### src/rtl/cfg_link_pkg.sv
// Constants shared by the configuration link register bank
package cfg_link_pkg;

  // --------------------------------------------------------------------------
  // Register offsets
  // --------------------------------------------------------------------------
  localparam int unsigned ADDR_W = 15;
  localparam logic [14:0] OFS_SETUP_PRIMARY   = 15'h0000;
  localparam logic [14:0] OFS_SETUP_SECONDARY = 15'h0001;
  localparam logic [14:0] OFS_POWER_MODE      = 15'h0002;

  // --------------------------------------------------------------------------
  // Field positions
  // --------------------------------------------------------------------------
  localparam int unsigned BIT_SOFT_RESET_HIGH = 7;
  localparam int unsigned BIT_STEP_DIRECTION  = 5;
  localparam int unsigned BIT_SERIAL_OUT_ON   = 4;
  localparam int unsigned BIT_SOFT_RESET_LOW  = 0;
  localparam int unsigned BIT_ONE_COMMAND     = 7;
  localparam int unsigned BIT_SHORT_ADDRESS   = 3;
  localparam int unsigned POWER_LSB           = 0;

  // --------------------------------------------------------------------------
  // Reset values and masks
  // --------------------------------------------------------------------------
  localparam logic [7:0] RST_SETUP_PRIMARY   = 8'h10;
  localparam logic [7:0] RST_SETUP_SECONDARY = 8'h00;
  localparam logic [7:0] RST_POWER_MODE      = 8'h00;
  localparam logic [7:0] MASK_PRIMARY_RSVD   = 8'h4E;
  localparam logic [7:0] MASK_SECONDARY_RSVD = 8'h77;
  localparam logic [7:0] MASK_POWER_RSVD     = 8'hFC;
  localparam logic [7:0] READ_UNMAPPED       = 8'h00;

  // --------------------------------------------------------------------------
  // Power modes
  // --------------------------------------------------------------------------
  localparam logic [1:0] PWR_NORMAL   = 2'h0;
  localparam logic [1:0] PWR_RESERVED = 2'h1;
  localparam logic [1:0] PWR_STANDBY  = 2'h2;
  localparam logic [1:0] PWR_SLEEP    = 2'h3;

  // --------------------------------------------------------------------------
  // Serial framing
  // --------------------------------------------------------------------------
  localparam logic [3:0] LAST_BIT_BYTE  = 4'h7;
  localparam logic [3:0] LAST_BIT_LONG  = 4'hF;
  localparam logic [3:0] CNT_ZERO       = 4'h0;
  localparam logic [2:0] PIN_SYNC_RESET = 3'h2;  // sclk low, cs high, sdi low

  typedef enum logic [3:0] {
    ST_IDLE  = 4'b0001,
    ST_INSTR = 4'b0010,
    ST_DATA  = 4'b0100,
    ST_HOLD  = 4'b1000
  } link_state_t;

endpackage

### src/rtl/cfg_link_regs.sv
// Serial configuration link target with interface and power setup registers
`timescale 1ns/1ns
`default_nettype none
module cfg_link_regs (
  // Clock and reset
  input  wire logic       i_clk_sys,
  input  wire logic       i_rst_n,
  // Serial link pins
  input  wire logic       i_sclk,
  input  wire logic       i_cs_n,
  input  wire logic       i_sdi,
  output var  logic       o_sdo,
  output var  logic       o_sdo_oe,
  // Configuration to the converter
  output var  logic       o_address_step_direction,
  output var  logic       o_one_command_mode,
  output var  logic       o_short_address,
  output var  logic [1:0] o_power_mode,
  output var  logic       o_soft_reset_pulse
);
  import cfg_link_pkg::*;

  // --------------------------------------------------------------------------
  // Functions
  // --------------------------------------------------------------------------
  function automatic logic [14:0] step_addr(input logic [14:0] a, input logic up);
    step_addr = up ? 15'(a + 15'h0001) : 15'(a - 15'h0001);
  endfunction

  function automatic logic [1:0] effective_power(input logic [1:0] code);
    effective_power = (code == PWR_RESERVED) ? PWR_NORMAL : code;
  endfunction

  // --------------------------------------------------------------------------
  // Pin synchronisation and edges
  // --------------------------------------------------------------------------
  logic [2:0]  pins_sync;
  logic        sclk_s;
  logic        cs_n_s;
  logic        sdi_s;
  logic        sclk_prev_reg;
  logic        rise;
  logic        fall;

  pin_sync u_pin_sync (
    .i_clk_sys (i_clk_sys),
    .i_rst_n   (i_rst_n),
    .i_pins    ({i_sclk, i_cs_n, i_sdi}),
    .o_pins    (pins_sync)
  );

  assign sclk_s = pins_sync[2];
  assign cs_n_s = pins_sync[1];
  assign sdi_s  = pins_sync[0];
  assign rise   = sclk_s & ~sclk_prev_reg & ~cs_n_s;
  assign fall   = ~sclk_s & sclk_prev_reg & ~cs_n_s;

  always_ff @(posedge i_clk_sys or negedge i_rst_n) begin
    if (!i_rst_n) begin
      sclk_prev_reg <= 1'b0;
    end else begin
      sclk_prev_reg <= sclk_s;
    end
  end

  // --------------------------------------------------------------------------
  // Registers and frame state
  // --------------------------------------------------------------------------
  link_state_t state_reg;
  logic [3:0]  cnt_reg;
  logic [14:0] shift_reg;
  logic [14:0] addr_reg;
  logic        read_reg;
  logic [7:0]  tx_reg;
  logic        dir_reg;
  logic        single_reg;
  logic        short_reg;
  logic [1:0]  power_reg;

  logic [3:0]  instr_last;
  logic [15:0] instr_word;
  logic [7:0]  byte_in;
  logic        instr_done;
  logic        byte_done;
  logic        wr_stb;
  logic        soft_rst;
  logic [7:0]  rd_data;

  assign instr_last = short_reg ? LAST_BIT_BYTE : LAST_BIT_LONG;
  assign instr_word = {shift_reg, sdi_s};
  assign byte_in    = {shift_reg[6:0], sdi_s};
  assign instr_done = rise && (state_reg == ST_INSTR) && (cnt_reg == instr_last);
  assign byte_done  = rise && (state_reg == ST_DATA) && (cnt_reg == LAST_BIT_BYTE);
  assign wr_stb     = byte_done && !read_reg;
  // Both halves of the trigger must arrive in the same byte
  assign soft_rst   = wr_stb && (addr_reg == OFS_SETUP_PRIMARY)
                      && byte_in[BIT_SOFT_RESET_HIGH] && byte_in[BIT_SOFT_RESET_LOW];

  // Readback builds reserved and trigger bits as zero
  always_comb begin
    rd_data = READ_UNMAPPED;
    unique case (addr_reg)
      OFS_SETUP_PRIMARY: begin
        rd_data                     = READ_UNMAPPED;
        rd_data[BIT_STEP_DIRECTION] = dir_reg;
        rd_data[BIT_SERIAL_OUT_ON]  = 1'b1;
      end
      OFS_SETUP_SECONDARY: begin
        rd_data                    = READ_UNMAPPED;
        rd_data[BIT_ONE_COMMAND]   = single_reg;
        rd_data[BIT_SHORT_ADDRESS] = short_reg;
      end
      OFS_POWER_MODE: begin
        rd_data                       = READ_UNMAPPED;
        rd_data[POWER_LSB +: 2]       = power_reg;
      end
      default: begin
        rd_data = READ_UNMAPPED;
      end
    endcase
  end

  // --------------------------------------------------------------------------
  // Frame sequencer
  // --------------------------------------------------------------------------
  always_ff @(posedge i_clk_sys or negedge i_rst_n) begin
    if (!i_rst_n) begin
      state_reg <= ST_IDLE;
      cnt_reg   <= CNT_ZERO;
      shift_reg <= '0;
      addr_reg  <= '0;
      read_reg  <= 1'b0;
    end else if (cs_n_s) begin
      state_reg <= ST_IDLE;
      cnt_reg   <= CNT_ZERO;
    end else if (rise) begin
      shift_reg <= instr_word[14:0];
      unique case (state_reg)
        ST_IDLE, ST_INSTR: begin
          if (instr_done) begin
            state_reg <= ST_DATA;
            cnt_reg   <= CNT_ZERO;
            read_reg  <= short_reg ? instr_word[7] : instr_word[15];
            addr_reg  <= short_reg ? {8'h00, instr_word[6:0]} : instr_word[14:0];
          end else begin
            state_reg <= ST_INSTR;
            cnt_reg   <= 4'(cnt_reg + 4'h1);
          end
        end
        ST_DATA: begin
          if (cnt_reg == LAST_BIT_BYTE) begin
            cnt_reg <= CNT_ZERO;
            if (single_reg) begin
              state_reg <= ST_HOLD;
            end else begin
              addr_reg <= step_addr(addr_reg, dir_reg);
            end
          end else begin
            cnt_reg <= 4'(cnt_reg + 4'h1);
          end
        end
        ST_HOLD: begin
          state_reg <= ST_HOLD;
        end
      endcase
    end
  end

  // --------------------------------------------------------------------------
  // Configuration registers
  // --------------------------------------------------------------------------
  always_ff @(posedge i_clk_sys or negedge i_rst_n) begin
    if (!i_rst_n) begin
      dir_reg    <= RST_SETUP_PRIMARY[BIT_STEP_DIRECTION];
      single_reg <= RST_SETUP_SECONDARY[BIT_ONE_COMMAND];
      short_reg  <= RST_SETUP_SECONDARY[BIT_SHORT_ADDRESS];
      power_reg  <= RST_POWER_MODE[POWER_LSB +: 2];
    end else if (soft_rst) begin
      // Direction bit survives, so a stream keeps its sense
      dir_reg    <= dir_reg;
      single_reg <= RST_SETUP_SECONDARY[BIT_ONE_COMMAND];
      short_reg  <= RST_SETUP_SECONDARY[BIT_SHORT_ADDRESS];
      power_reg  <= RST_POWER_MODE[POWER_LSB +: 2];
    end else if (wr_stb) begin
      unique case (addr_reg)
        OFS_SETUP_PRIMARY: begin
          dir_reg <= byte_in[BIT_STEP_DIRECTION];
        end
        OFS_SETUP_SECONDARY: begin
          single_reg <= byte_in[BIT_ONE_COMMAND];
          short_reg  <= byte_in[BIT_SHORT_ADDRESS];
        end
        OFS_POWER_MODE: begin
          power_reg <= byte_in[POWER_LSB +: 2];
        end
        default: begin
          power_reg <= power_reg;
        end
      endcase
    end
  end

  // --------------------------------------------------------------------------
  // Serial output and converter controls
  // --------------------------------------------------------------------------
  always_ff @(posedge i_clk_sys or negedge i_rst_n) begin
    if (!i_rst_n) begin
      tx_reg   <= '0;
      o_sdo    <= 1'b0;
      o_sdo_oe <= 1'b0;
    end else begin
      o_sdo_oe <= ~cs_n_s && (state_reg == ST_DATA) && read_reg;
      if (fall && (state_reg == ST_DATA) && read_reg) begin
        if (cnt_reg == CNT_ZERO) begin
          o_sdo  <= rd_data[7];
          tx_reg <= {rd_data[6:0], 1'b0};
        end else begin
          o_sdo  <= tx_reg[7];
          tx_reg <= {tx_reg[6:0], 1'b0};
        end
      end
    end
  end

  always_ff @(posedge i_clk_sys or negedge i_rst_n) begin
    if (!i_rst_n) begin
      o_address_step_direction <= 1'b0;
      o_one_command_mode       <= 1'b0;
      o_short_address          <= 1'b0;
      o_power_mode             <= PWR_NORMAL;
      o_soft_reset_pulse       <= 1'b0;
    end else begin
      o_address_step_direction <= dir_reg;
      o_one_command_mode       <= single_reg;
      o_short_address          <= short_reg;
      o_power_mode             <= effective_power(power_reg);
      o_soft_reset_pulse       <= soft_rst;
    end
  end
endmodule
`default_nettype wire

### src/rtl/pin_sync.sv
// Two-stage synchroniser for the serial link pins
`timescale 1ns/1ns
`default_nettype none
module pin_sync (
  // Clock and reset
  input  wire logic       i_clk_sys,
  input  wire logic       i_rst_n,
  // Pins in, synchronised out
  input  wire logic [2:0] i_pins,
  output var  logic [2:0] o_pins
);
  import cfg_link_pkg::*;

  logic [2:0] meta_reg;

  // First stage feeds only the second
  always_ff @(posedge i_clk_sys or negedge i_rst_n) begin
    if (!i_rst_n) begin
      meta_reg <= PIN_SYNC_RESET;
      o_pins   <= PIN_SYNC_RESET;
    end else begin
      meta_reg <= i_pins;
      o_pins   <= meta_reg;
    end
  end

endmodule
`default_nettype wire

### config.mk
export PLATFORM = sky130hd
export DESIGN_NAME = cfg_link_regs
export DESIGN_NICKNAME = d
export VERILOG_FILES = /design/src/rtl/cfg_link_pkg.sv /design/src/rtl/cfg_link_regs.sv /design/src/rtl/pin_sync.sv
export SDC_FILE = /design/constraint.sdc
export NUM_CORES = 1
export LEC_CHECK = 0
export BUFFER_PORTS_ARGS = -buffer_cell sky130_fd_sc_hd__buf_2
export CELL_PAD_IN_SITES_DETAIL_PLACEMENT = 1
export CELL_PAD_IN_SITES_GLOBAL_PLACEMENT = 1
export CORE_UTILIZATION = 31
export DETAILED_ROUTE_END_ITERATION = 12
export PLACE_DENSITY_LB_ADDON = 0.1
export REMOVE_ABC_BUFFERS = 1
export SLEW_MARGIN = 20
export SYNTH_ARGS = -nofsm -noshare
export SYNTH_HDL_FRONTEND = slang
export SYNTH_HIERARCHICAL = 1
export SYNTH_SLANG_ARGS = --single-unit
### constraint.sdc
create_clock -name i_clk_sys -period 3.1 [get_ports i_clk_sys]
set_input_delay 0.31 -clock i_clk_sys [delete_from_list [all_inputs] [get_ports i_clk_sys]]
set_output_delay 0.31 -clock i_clk_sys [all_outputs]
set_load 0.05 [all_outputs]
-- After elaboration in Yosys (flattened, before gate mapping)
Index checks and enable logic that the tools add are counted.
- bits of input ports: 5
- flip-flop bits (word level): 67
- output and inout bits: 8
- logic and storage cells: 107
- equal/unequal tests: 14
- $add $sub $neg: 3
- bitwise logic cells: 8
- multiplexer cells: 32
- reduce and logical (&&, ||, !) cells: 30
- operators with widths (operator ; number):
    15-bit 2-to-1 mux ; 5
    4-bit 2-to-1 mux ; 9
    15-bit case mux with 2 select lines ; 1
    8-bit case mux with 3 select lines ; 1
    15-bit by 1-bit adder with 15-bit output, second input constant ; 1
    15-bit by 1-bit == test with 1-bit output, second input constant ; 1
    15-bit by 2-bit == test with 1-bit output, second input constant ; 1
    15-bit logical NOT ; 1
    15-bit by 1-bit subtractor with 15-bit output, second input constant ; 1
    1-bit logical AND ; 12
    4-bit case mux with 3 select lines ; 1
    2-bit nonzero test ; 5
    4-bit by 3-bit == test with 1-bit output, second input constant ; 2
    1-bit 2-to-1 mux ; 8
    2-bit 2-to-1 mux ; 4
    8-bit 2-to-1 mux ; 1
    4-bit case mux with 2 select lines ; 1
    2-bit AND reduction ; 4
    3-bit AND reduction ; 2
    6-bit AND reduction ; 1
    4-bit by 1-bit adder with 4-bit output, second input constant ; 1
    1-bit AND ; 4
    4-bit by 1-bit == test with 1-bit output, second input constant ; 1
    4-bit by 2-bit == test with 1-bit output, second input constant ; 1
    14 further kinds ; 18

-- Longest topological paths before layout
Gate-level depths: netlist (run 1).
- depth after elaboration: 11
- depth in mapped cells: 8

-- Hierarchy
The synthesis (run 1) kept the hierarchy.
- by module, submodules not included (module ; seq. area each (µm²) ; area each (µm²) ; cells an instance ; instances):
    cfg_link_regs ; 1502.7 ; 3365.7 ; 377 ; 1
    pin_sync ; 152.6 ; 152.6 ; 6 ; 1

-- Least setup slack after synthesis (run 1)
Ideal clock, no wire load.
- path kind: reg2reg
- from: register state_reg[1]
- to: register dir_reg
- stages on the path, launching flop included: 8
- data arrival time: 2158 ps
- period minus slack after synthesis: 2283 ps
- setup slack: 817 ps
- required time: 2975 ps
- buffers on the path: 2
- cells stage by stage: dfrtp_1 buf_2 or4b_1 buf_2 nor4_4 nand4_2 nand3_1 mux2_2
- cells in the longest elaborated chain, start to end: 9
- ends and longest elaborated chain (element ; line ; source):
    start: declaration ; cfg_link_regs.sv:69 ; link_state_t state_reg;
    start signal: assignment ; cfg_link_regs.sv:128 ; state_reg <= ST_IDLE;
    start signal: assignment ; cfg_link_regs.sv:134 ; state_reg <= ST_IDLE;
    start signal: assignment ; cfg_link_regs.sv:141 ; state_reg <= ST_DATA;
    4-bit by 3-bit == test with 1-bit output (*) ; cfg_link_regs.sv:93 ; assign byte_done = rise && (state_reg == ST_DATA) && (cnt_reg == LAST_BIT_BYTE);
    1-bit logical AND (*) (2 in a row) ; cfg_link_regs.sv:93 ;
    1-bit logical AND (*) ; cfg_link_regs.sv:94 ; assign wr_stb = byte_done && !read_reg;
    1-bit logical AND ; cfg_link_regs.sv:96 ; assign soft_rst = wr_stb && (addr_reg == OFS_SETUP_PRIMARY)
    1-bit logical AND (2 in a row) ; cfg_link_regs.sv:97 ; && byte_in[BIT_SOFT_RESET_HIGH] && byte_in[BIT_SOFT_RESET_LOW];
    1-bit inverter (no line) ; - ;
    3-bit AND reduction (no line) (*) ; - ;
    end signal: assignment ; cfg_link_regs.sv:174 ; dir_reg <= RST_SETUP_PRIMARY[BIT_STEP_DIRECTION];
    end signal: assignment ; cfg_link_regs.sv:180 ; dir_reg <= dir_reg;
    end signal: assignment ; cfg_link_regs.sv:187 ; dir_reg <= byte_in[BIT_STEP_DIRECTION];
    end: declaration ; cfg_link_regs.sv:75 ; logic dir_reg;
Mark *: on every way between the ends. The rest lies on a longest branch, timed or not.
A chain may end at the register's enable or synchronous reset.

-- Worst setup path in the final report (run 1)
Same ends and word-level chain as after synthesis.

==> results.md, run 1 <==
* Status: finished clean
* Multi-input combinational cell area at 0.00171 mm²
* Register area at 0.00166 mm²
* Switching share of power at 31.1%
* Post-cts sizing count at 0
* Post-cts hold buffer count at 0
* I/O pins at 13
* Port Buffers at 12
* Final wirelength at 9520 µm
* Post-Synthesis Cells at 383
* Final period util at 83.5%
* Synth Flop Type: dfrtp_1
* Crit start category: flop
* First-pass GRT wire length at 15,800 µm
* Layout fillers at roughly 1,300
* Area of placed instances at 0.00371 mm²
* Worst setup EP type: flop
* CP max FO at 16
* Core area at 0.0109 mm²
* Number of diodes at 0
* Vias per cell at 5.30
* DRC errors left at 0
* Final net count at 400
* Detail Route Antenna Nets at 0
* Clk pwr share at 39.5%
* CTS clk-pin slew, worst paths at 60 ps
* Largest net degree at the start of global routing at 30
* Int Power at 1840 µW
* Final Instance Area at 0.00402 mm²
* Async SR Flop Fraction at between 90% and 100%
* Max cap viols at 0
* Initial Util at 32.2%
* Most crowded layer after global routing: met1
* Final Hold Fails at 0
* Max Root-Sink Buffers at 2
* GR Util met3 at 3.07%
* Synth top area cells: dfrtp_1, nand2_1, a21oi_1
* Post-synthesis area per instance at 9.19 µm²
* Unrepaired setup endpoints after global routing: false
* Overflow after GRT at 0
* Layout cells sized above 1 at 13.7%
* Pre-CTS setup slack at approximately 540 ps
* Maximum VDD drop at about 0.20 mV
* Cell Count, Final, Fillers Out at between 500 and 600
* TritonCTS Buffers at 9
* Hold Path Class: primary input to asynchronous set/reset pin
* Post-synth EDFFs at 0
* Vias in the first global route at between 2,000 and 3,000
* Slew Limit Fails at 0
* Worst-margin pin slew at between 600 and 700 ps
* Die ar. at 0.0118 mm²
* Htree depth at 3
* Die Width at ~110 µm
* Mapped Area at 0.00352 mm²
* Switch Pwr at slightly above 800 µW
* Fmax at roughly 390 MHz
* Unique masters post-synth at 65
* Tot GR Track Use at between 10% and 20%
* Std-Cell Rows at 38
* Req. time, crit path at 3310 ps
* Final Skew at 7.02 ps
* Clk_lat worst skew at 330 ps
* Leading area contributor after synthesis: dfrtp_1
* Global-route track usage on met2 at 26.4%
* Leakage power at around 0.0017 µW
* Routed vias at 2,830
* Sequential cell fraction of total power at 44.9%
* Share of the synthesized area in the top cell type at 44.8%
* Placed Cells at about 520
* Yosys warnings at 6
* First-pass DRT Iterations at 4
* Final core occ at 36.8%
* P per Cell Area at 664 mW/mm²
* Kind of critical path: flop to flop
* Final WS setup at 510 ps
* Final setup fails at 0
* Reg2Reg Depth at 6
* 1st-iter DRT viols at 98
* Die Span Y at 109 µm
* CTS Root Cell: clkbuf_16
* TritonCTS clock tree: built
* M1 GR Usage at between 20% and 30%
* Rel. slew slack at 53.9%
* DP Wirelength at 6770 µm
* Post-CTS Setup Inserts at 0
* Final worst path period need at 2590 ps
* Critical path arrival at 2800 ps
* Gate power share at 15.6%
* Seq/Total Area, Yosys at 47.0%
* Initial antenna violation count at 0
* Flops & latches, synth at 66
* Area grow syn2layout at 14.2%
* Final GP Congestion at 0.782
* DR WL/cell at about 18 µm
* Clock Sinks at between 60 and 70
stage by stage:
| stage | setup TNS [ps] | power [µW] | hold WS [ps] |
|---|---|---|---|
| after floorplan | -11030 | 1440 | 14.4 |
| final | 0 | 2670 | 21.1 |
| after global placement | 0 | 1610 | 333 |
| after global routing | 0 | 2820 | 61.6 |
| after detailed placement | 0 | 1630 | 339 |
| after CTS | 0 | 2700 | 48.3 |
critical path, cell delays in order, from the launching register on:
cell and delay (ps):
dfrtp_1 480, or4b_1 570, buf_4 230, nor4_4 410
nand4_2 270, nand3_1 170, mux2_2 340
synth_stat cells (all sizes together), types with 4 or more instances:
cell and instances:
o22ai 7, o21bai 4, nor4b 6, a21oi 27, o21ai 17, and4 4, or3 4, nand2 78
nor2 14, nor3b 4, and3 4, mux2 4, dfrtp 63, inv 11, mux2i 4, nand3 17
nand4 6, clkbuf 17, nor4 4, a21o 4, a2bb2oi 4, buf 9, ha 6, nor3 8
routing by layer:
layer  share of wire [%]  vias to the layer above
met3                 1.7                        7
met5                   0                        -
met2                  44                       18
met4                 1.2                        0
met1                  53                     1423
li1                    -                     1382
cells in the final DEF (no fill, tap or decap), types with 5 or more instances in the layout:
cell type / instances
a21oi_1: 27
buf_2: 12
buf_4: 9
clkbuf_16: 9
dfrtp_1: 63
ha_1: 6
inv_1: 11
nand2_1: 78
nand3_1: 17
nand4_1: 5
nor2_1: 14
nor3_1: 8
nor4b_1: 5
o21ai_0: 17
o22ai_1: 7
cells by family after synthesis:
group	Yosys count	synth area share (%)
xor gates and xnor gates	6	1.49
adders and majority gates	6	2.13
DFF	66	47.0
muxes	8	2.42
buffers and inverters	37	4.73
and+or+nand+nor	169	24.9
AOI/OAI and AO/OA	91	17.2
final timing paths:
kind                                        start  slack (ps)                      to
min in group i_clk_sys                     i_cs_n          80  u_pin_sync/meta_reg[1]
max in group asynchronous                 i_rst_n        2280  u_pin_sync/meta_reg[1]
max reg2reg                          state_reg[1]         510                 dir_reg
max                                  state_reg[1]         510                 dir_reg
min                                       i_rst_n          20               tx_reg[3]
min reg2reg                u_pin_sync/meta_reg[2]         350    u_pin_sync/o_pins[2]
power by group through the flow:
stage	registers (µW)	clock network, µW	logic [µW]
2_1_floorplan	1130	0	311
3_3_place_gp	1200	0	411
3_5_place_dp	1210	0	421
4_1_cts	1190	1080	423
5_1_grt	1230	1120	472
6_report	1200	1050	416
final cells by class:
type                       instances  area share, %
clock buffer                      13           6.48
tap                              140           4.36
sequential                        66           41.2
multi-input combinational        280           42.6
clock inverter                     3           1.18
inverter                          11           1.03
timing repair buffer              21           3.18
Note: power is estimated with default switching activity, not from simulation.
==> run 2, diff against run 1 <==
Clock period 3.1 ns to 2.2 ns, I/O delays scaled along.
==> run 2 against run 1 <==
Compared with the run above: first-iteration DRC count up 24%; sequential power up 33%; routed wire length up 7.3%; hold slack better by 330 ps; flip-flop and latch count unchanged; non-clock buffer count up 37; power up 46%; clock power up 36%; clock skew up 3.0 ps; critical path depth up 2; clock-buffer cell count unchanged; setup slack worse by 470 ps; critical path type unchanged; critical endpoint is now addr_reg[13].
==> results.md, run 2 (same netlist as run 1, synthesis figures left out) <==
* Status: finished clean (unchanged)
* Initial Util at 32.2% (unchanged)
* Final setup fails at 0 (unchanged)
* Final WS setup at 44.5 ps (was 510 ps)
* Crit start category: flop (unchanged)
* Crit. path cell count at 8 (was 6)
* Gate power share at 22.1% (was 15.6%)
* Port Buffers at 12 (unchanged)
* First-pass DRT Iterations at 4 (unchanged)
* Cell Count, Final, Fillers Out at 571 (was 534)
* Worst setup EP type: flop (unchanged)
* Overflow after GRT at 0 (unchanged)
* Vias in the first global route at 3,025 (was 2,854)
* CP dominant cell by count: buf_4
* Slowest CP cell: o311a_4 (was or4b_1)
* Area grow syn2layout at 25.9% (was 14.2%)
* Req. time, crit path at 2420 ps (was 3310 ps)
* Critical path, cell by cell: buf_4 > nand4b_1 > o311a_4 > nor4_4 > buf_4 > buf_12 > nor3b_1 > a211oi_1 (was or4b_1 > buf_4 > nor4_4 > nand4_2 > nand3_1 > mux2_2)
* Die ar. at 0.0118 mm² (unchanged)
* Worst path top cell family by delay: simple AND/OR/NAND/NOR gates (unchanged)
* DRC errors left at 0 (unchanged)
* DP Wirelength at 6880 µm (was 6770 µm)
* Clk_lat worst skew at 340 ps (was 330 ps)
* Switch Pwr at 1210 µW (was 831 µW)
* Final period util at 98.0% (was 83.5%)
* Hold Path Class: flop to flop (was primary input to asynchronous set/reset pin)
* Most common cell after layout, fill and taps aside: nand2_1 (unchanged)
* Die Width at 109 µm (unchanged)
* DR WL/cell at 17.9 µm (was 17.8 µm)
* Reg2Reg Depth at 8 (was 6)
* Final GP Congestion at 0.764 (was 0.782)
* Critical path arrival at 2380 ps (was 2800 ps)
* Final worst path period need at 2160 ps (was 2590 ps)
* Buf+Inv Stages, Crit Path at 3 (was 1)
* Area of placed instances at 0.00393 mm² (was 0.00371 mm²)
* CP max FO at 8 (was 16)
* Final Hold Fails at 0 (unchanged)
* TritonCTS Buffers at 9 (unchanged)
* Initial antenna violation count at 0 (unchanged)
* Layout cells sized above 1 at 22.3% (was 13.7%)
* I/O pins at 13 (unchanged)
* Final net count at 437 (was 400)
* Clock Sinks at 66 (unchanged)
* Max cap viols at 0 (unchanged)
* Routed vias at 3,000 (was 2,830)
* Worst Hold Path Cells at 0
* CTS clk-pin slew, worst paths at 50 ps (was 60 ps)
* P per Cell Area at 880 mW/mm² (was 664 mW/mm²)
* Rel. slew slack at 71.3% (was 53.9%)
* Final Instance Area at 0.00443 mm² (was 0.00402 mm²)
* Pre-CTS setup slack at 18.9 ps (was 537 ps)
* Htree depth at 3 (unchanged)
* 1st-iter DRT viols at 122 (was 98)
* Die Span Y at 109 µm (unchanged)
* Worst-margin pin slew at 425 ps (was 691 ps)
* Fmax at 464 MHz (was 386 MHz)
* Tot GR Track Use at 18.5% (was 18.0%)
* Std-Cell Rows at 38 (unchanged)
* Slew Limit Fails at 0 (unchanged)
* Highest-count cells in the layout ignoring fill and taps: nand2_1, dfrtp_1, buf_4, a21oi_1 (was nand2_1, dfrtp_1, a21oi_1, o21ai_0, nand3_1)
* Largest net degree at the start of global routing at 67 (was 30)
* Final Skew at 10.0 ps (was 7.02 ps)
* Switching share of power at 31.2% (was 31.1%)
* First-pass GRT wire length at 16,400 µm (was 15,800 µm)
* Maximum VDD drop at 0.530 mV (was 0.201 mV)
* Int Power at 2680 µW (was 1840 µW)
* TritonCTS clock tree: built (unchanged)
* Vias per cell at 5.25 (was 5.30)
* Max Root-Sink Buffers at 2 (unchanged)
* Detail Route Antenna Nets at 0 (unchanged)
* Final wirelength at 10,200 µm (was 9520 µm)
* Clk pwr share at 36.8% (was 39.5%)
* Leakage power at 0.00194 µW (was 0.00174 µW)
* CTS Root Cell: clkbuf_16 (unchanged)
* Sequential cell fraction of total power at 41.1% (was 44.9%)
* Kind of critical path: flop to flop (unchanged)
* Unrepaired setup endpoints after global routing: true (was false)
* Slowest stage delay, CP at 430 ps (was 570 ps)
* Placed Cells at 544 (was 518)
* Setup TNS at 0 ps (unchanged)
* Core area at 0.0109 mm² (unchanged)
* Number of diodes at 0 (unchanged)
==> run 2: final cells by class <==
cell class                 count  area (µm²)
inverter                      11        41.3
clock buffer                  13         250
timing repair buffer          58         475
clock inverter                 3        40.0
multi-input combinational    280        1790
tap                          140         175
sequential                    66        1660
fill                        1272        6500
==> run 2: repair_timing <==
action / 4_1_cts / 5_1_grt
hold buffers: 4 / 0
endpoints found under the setup margin: 0 / 19
hold endpoints to repair: 66 / 0
buffers inserted: 0 / 5
resized for setup: 0 / 14
==> run 2: final timing paths <==
check | slack [ps] | startpoint | end
setup / recovery | 40 | state_reg[0] | addr_reg[13]
hold / removal | 350 | u_pin_sync/meta_reg[1] | u_pin_sync/o_pins[1]
setup reg to reg | 40 | state_reg[0] | addr_reg[13]
hold reg to reg | 350 | u_pin_sync/meta_reg[1] | u_pin_sync/o_pins[1]
max in group asynchronous | 1440 | i_rst_n | u_pin_sync/meta_reg[1]
min in group asynchronous | 420 | i_rst_n | tx_reg[6]
==> run 2: layer usage <==
metal  wire (µm)  track usage [%]
met1        5100             26.1
met3         250             3.25
met5           0                0
met2        4640             27.4
met4         223             8.49
==> run 2: power by group through the flow <==
stage	logic (µW)	registers (µW)	clock network, µW
after floorplan	438	1590	0
after global placement	778	1600	0
after detailed placement	795	1610	0
after CTS	804	1590	1470
after global routing	960	1630	1510
final	861	1600	1430
==> run 2: through the flow <==
| stage | hold slack, ps | total power [µW] | utilization [%] |
|---|---|---|---|
| final | 354 | 3900 | 40.5 |
| after CTS | 356 | 3860 | 39.0 |
| after global placement | 270 | 2380 | 35.9 |
| after global routing | 362 | 4110 | 40.5 |
| after floorplan | -75.6 | 2030 | - |
| after detailed placement | 276 | 2400 | 35.9 |
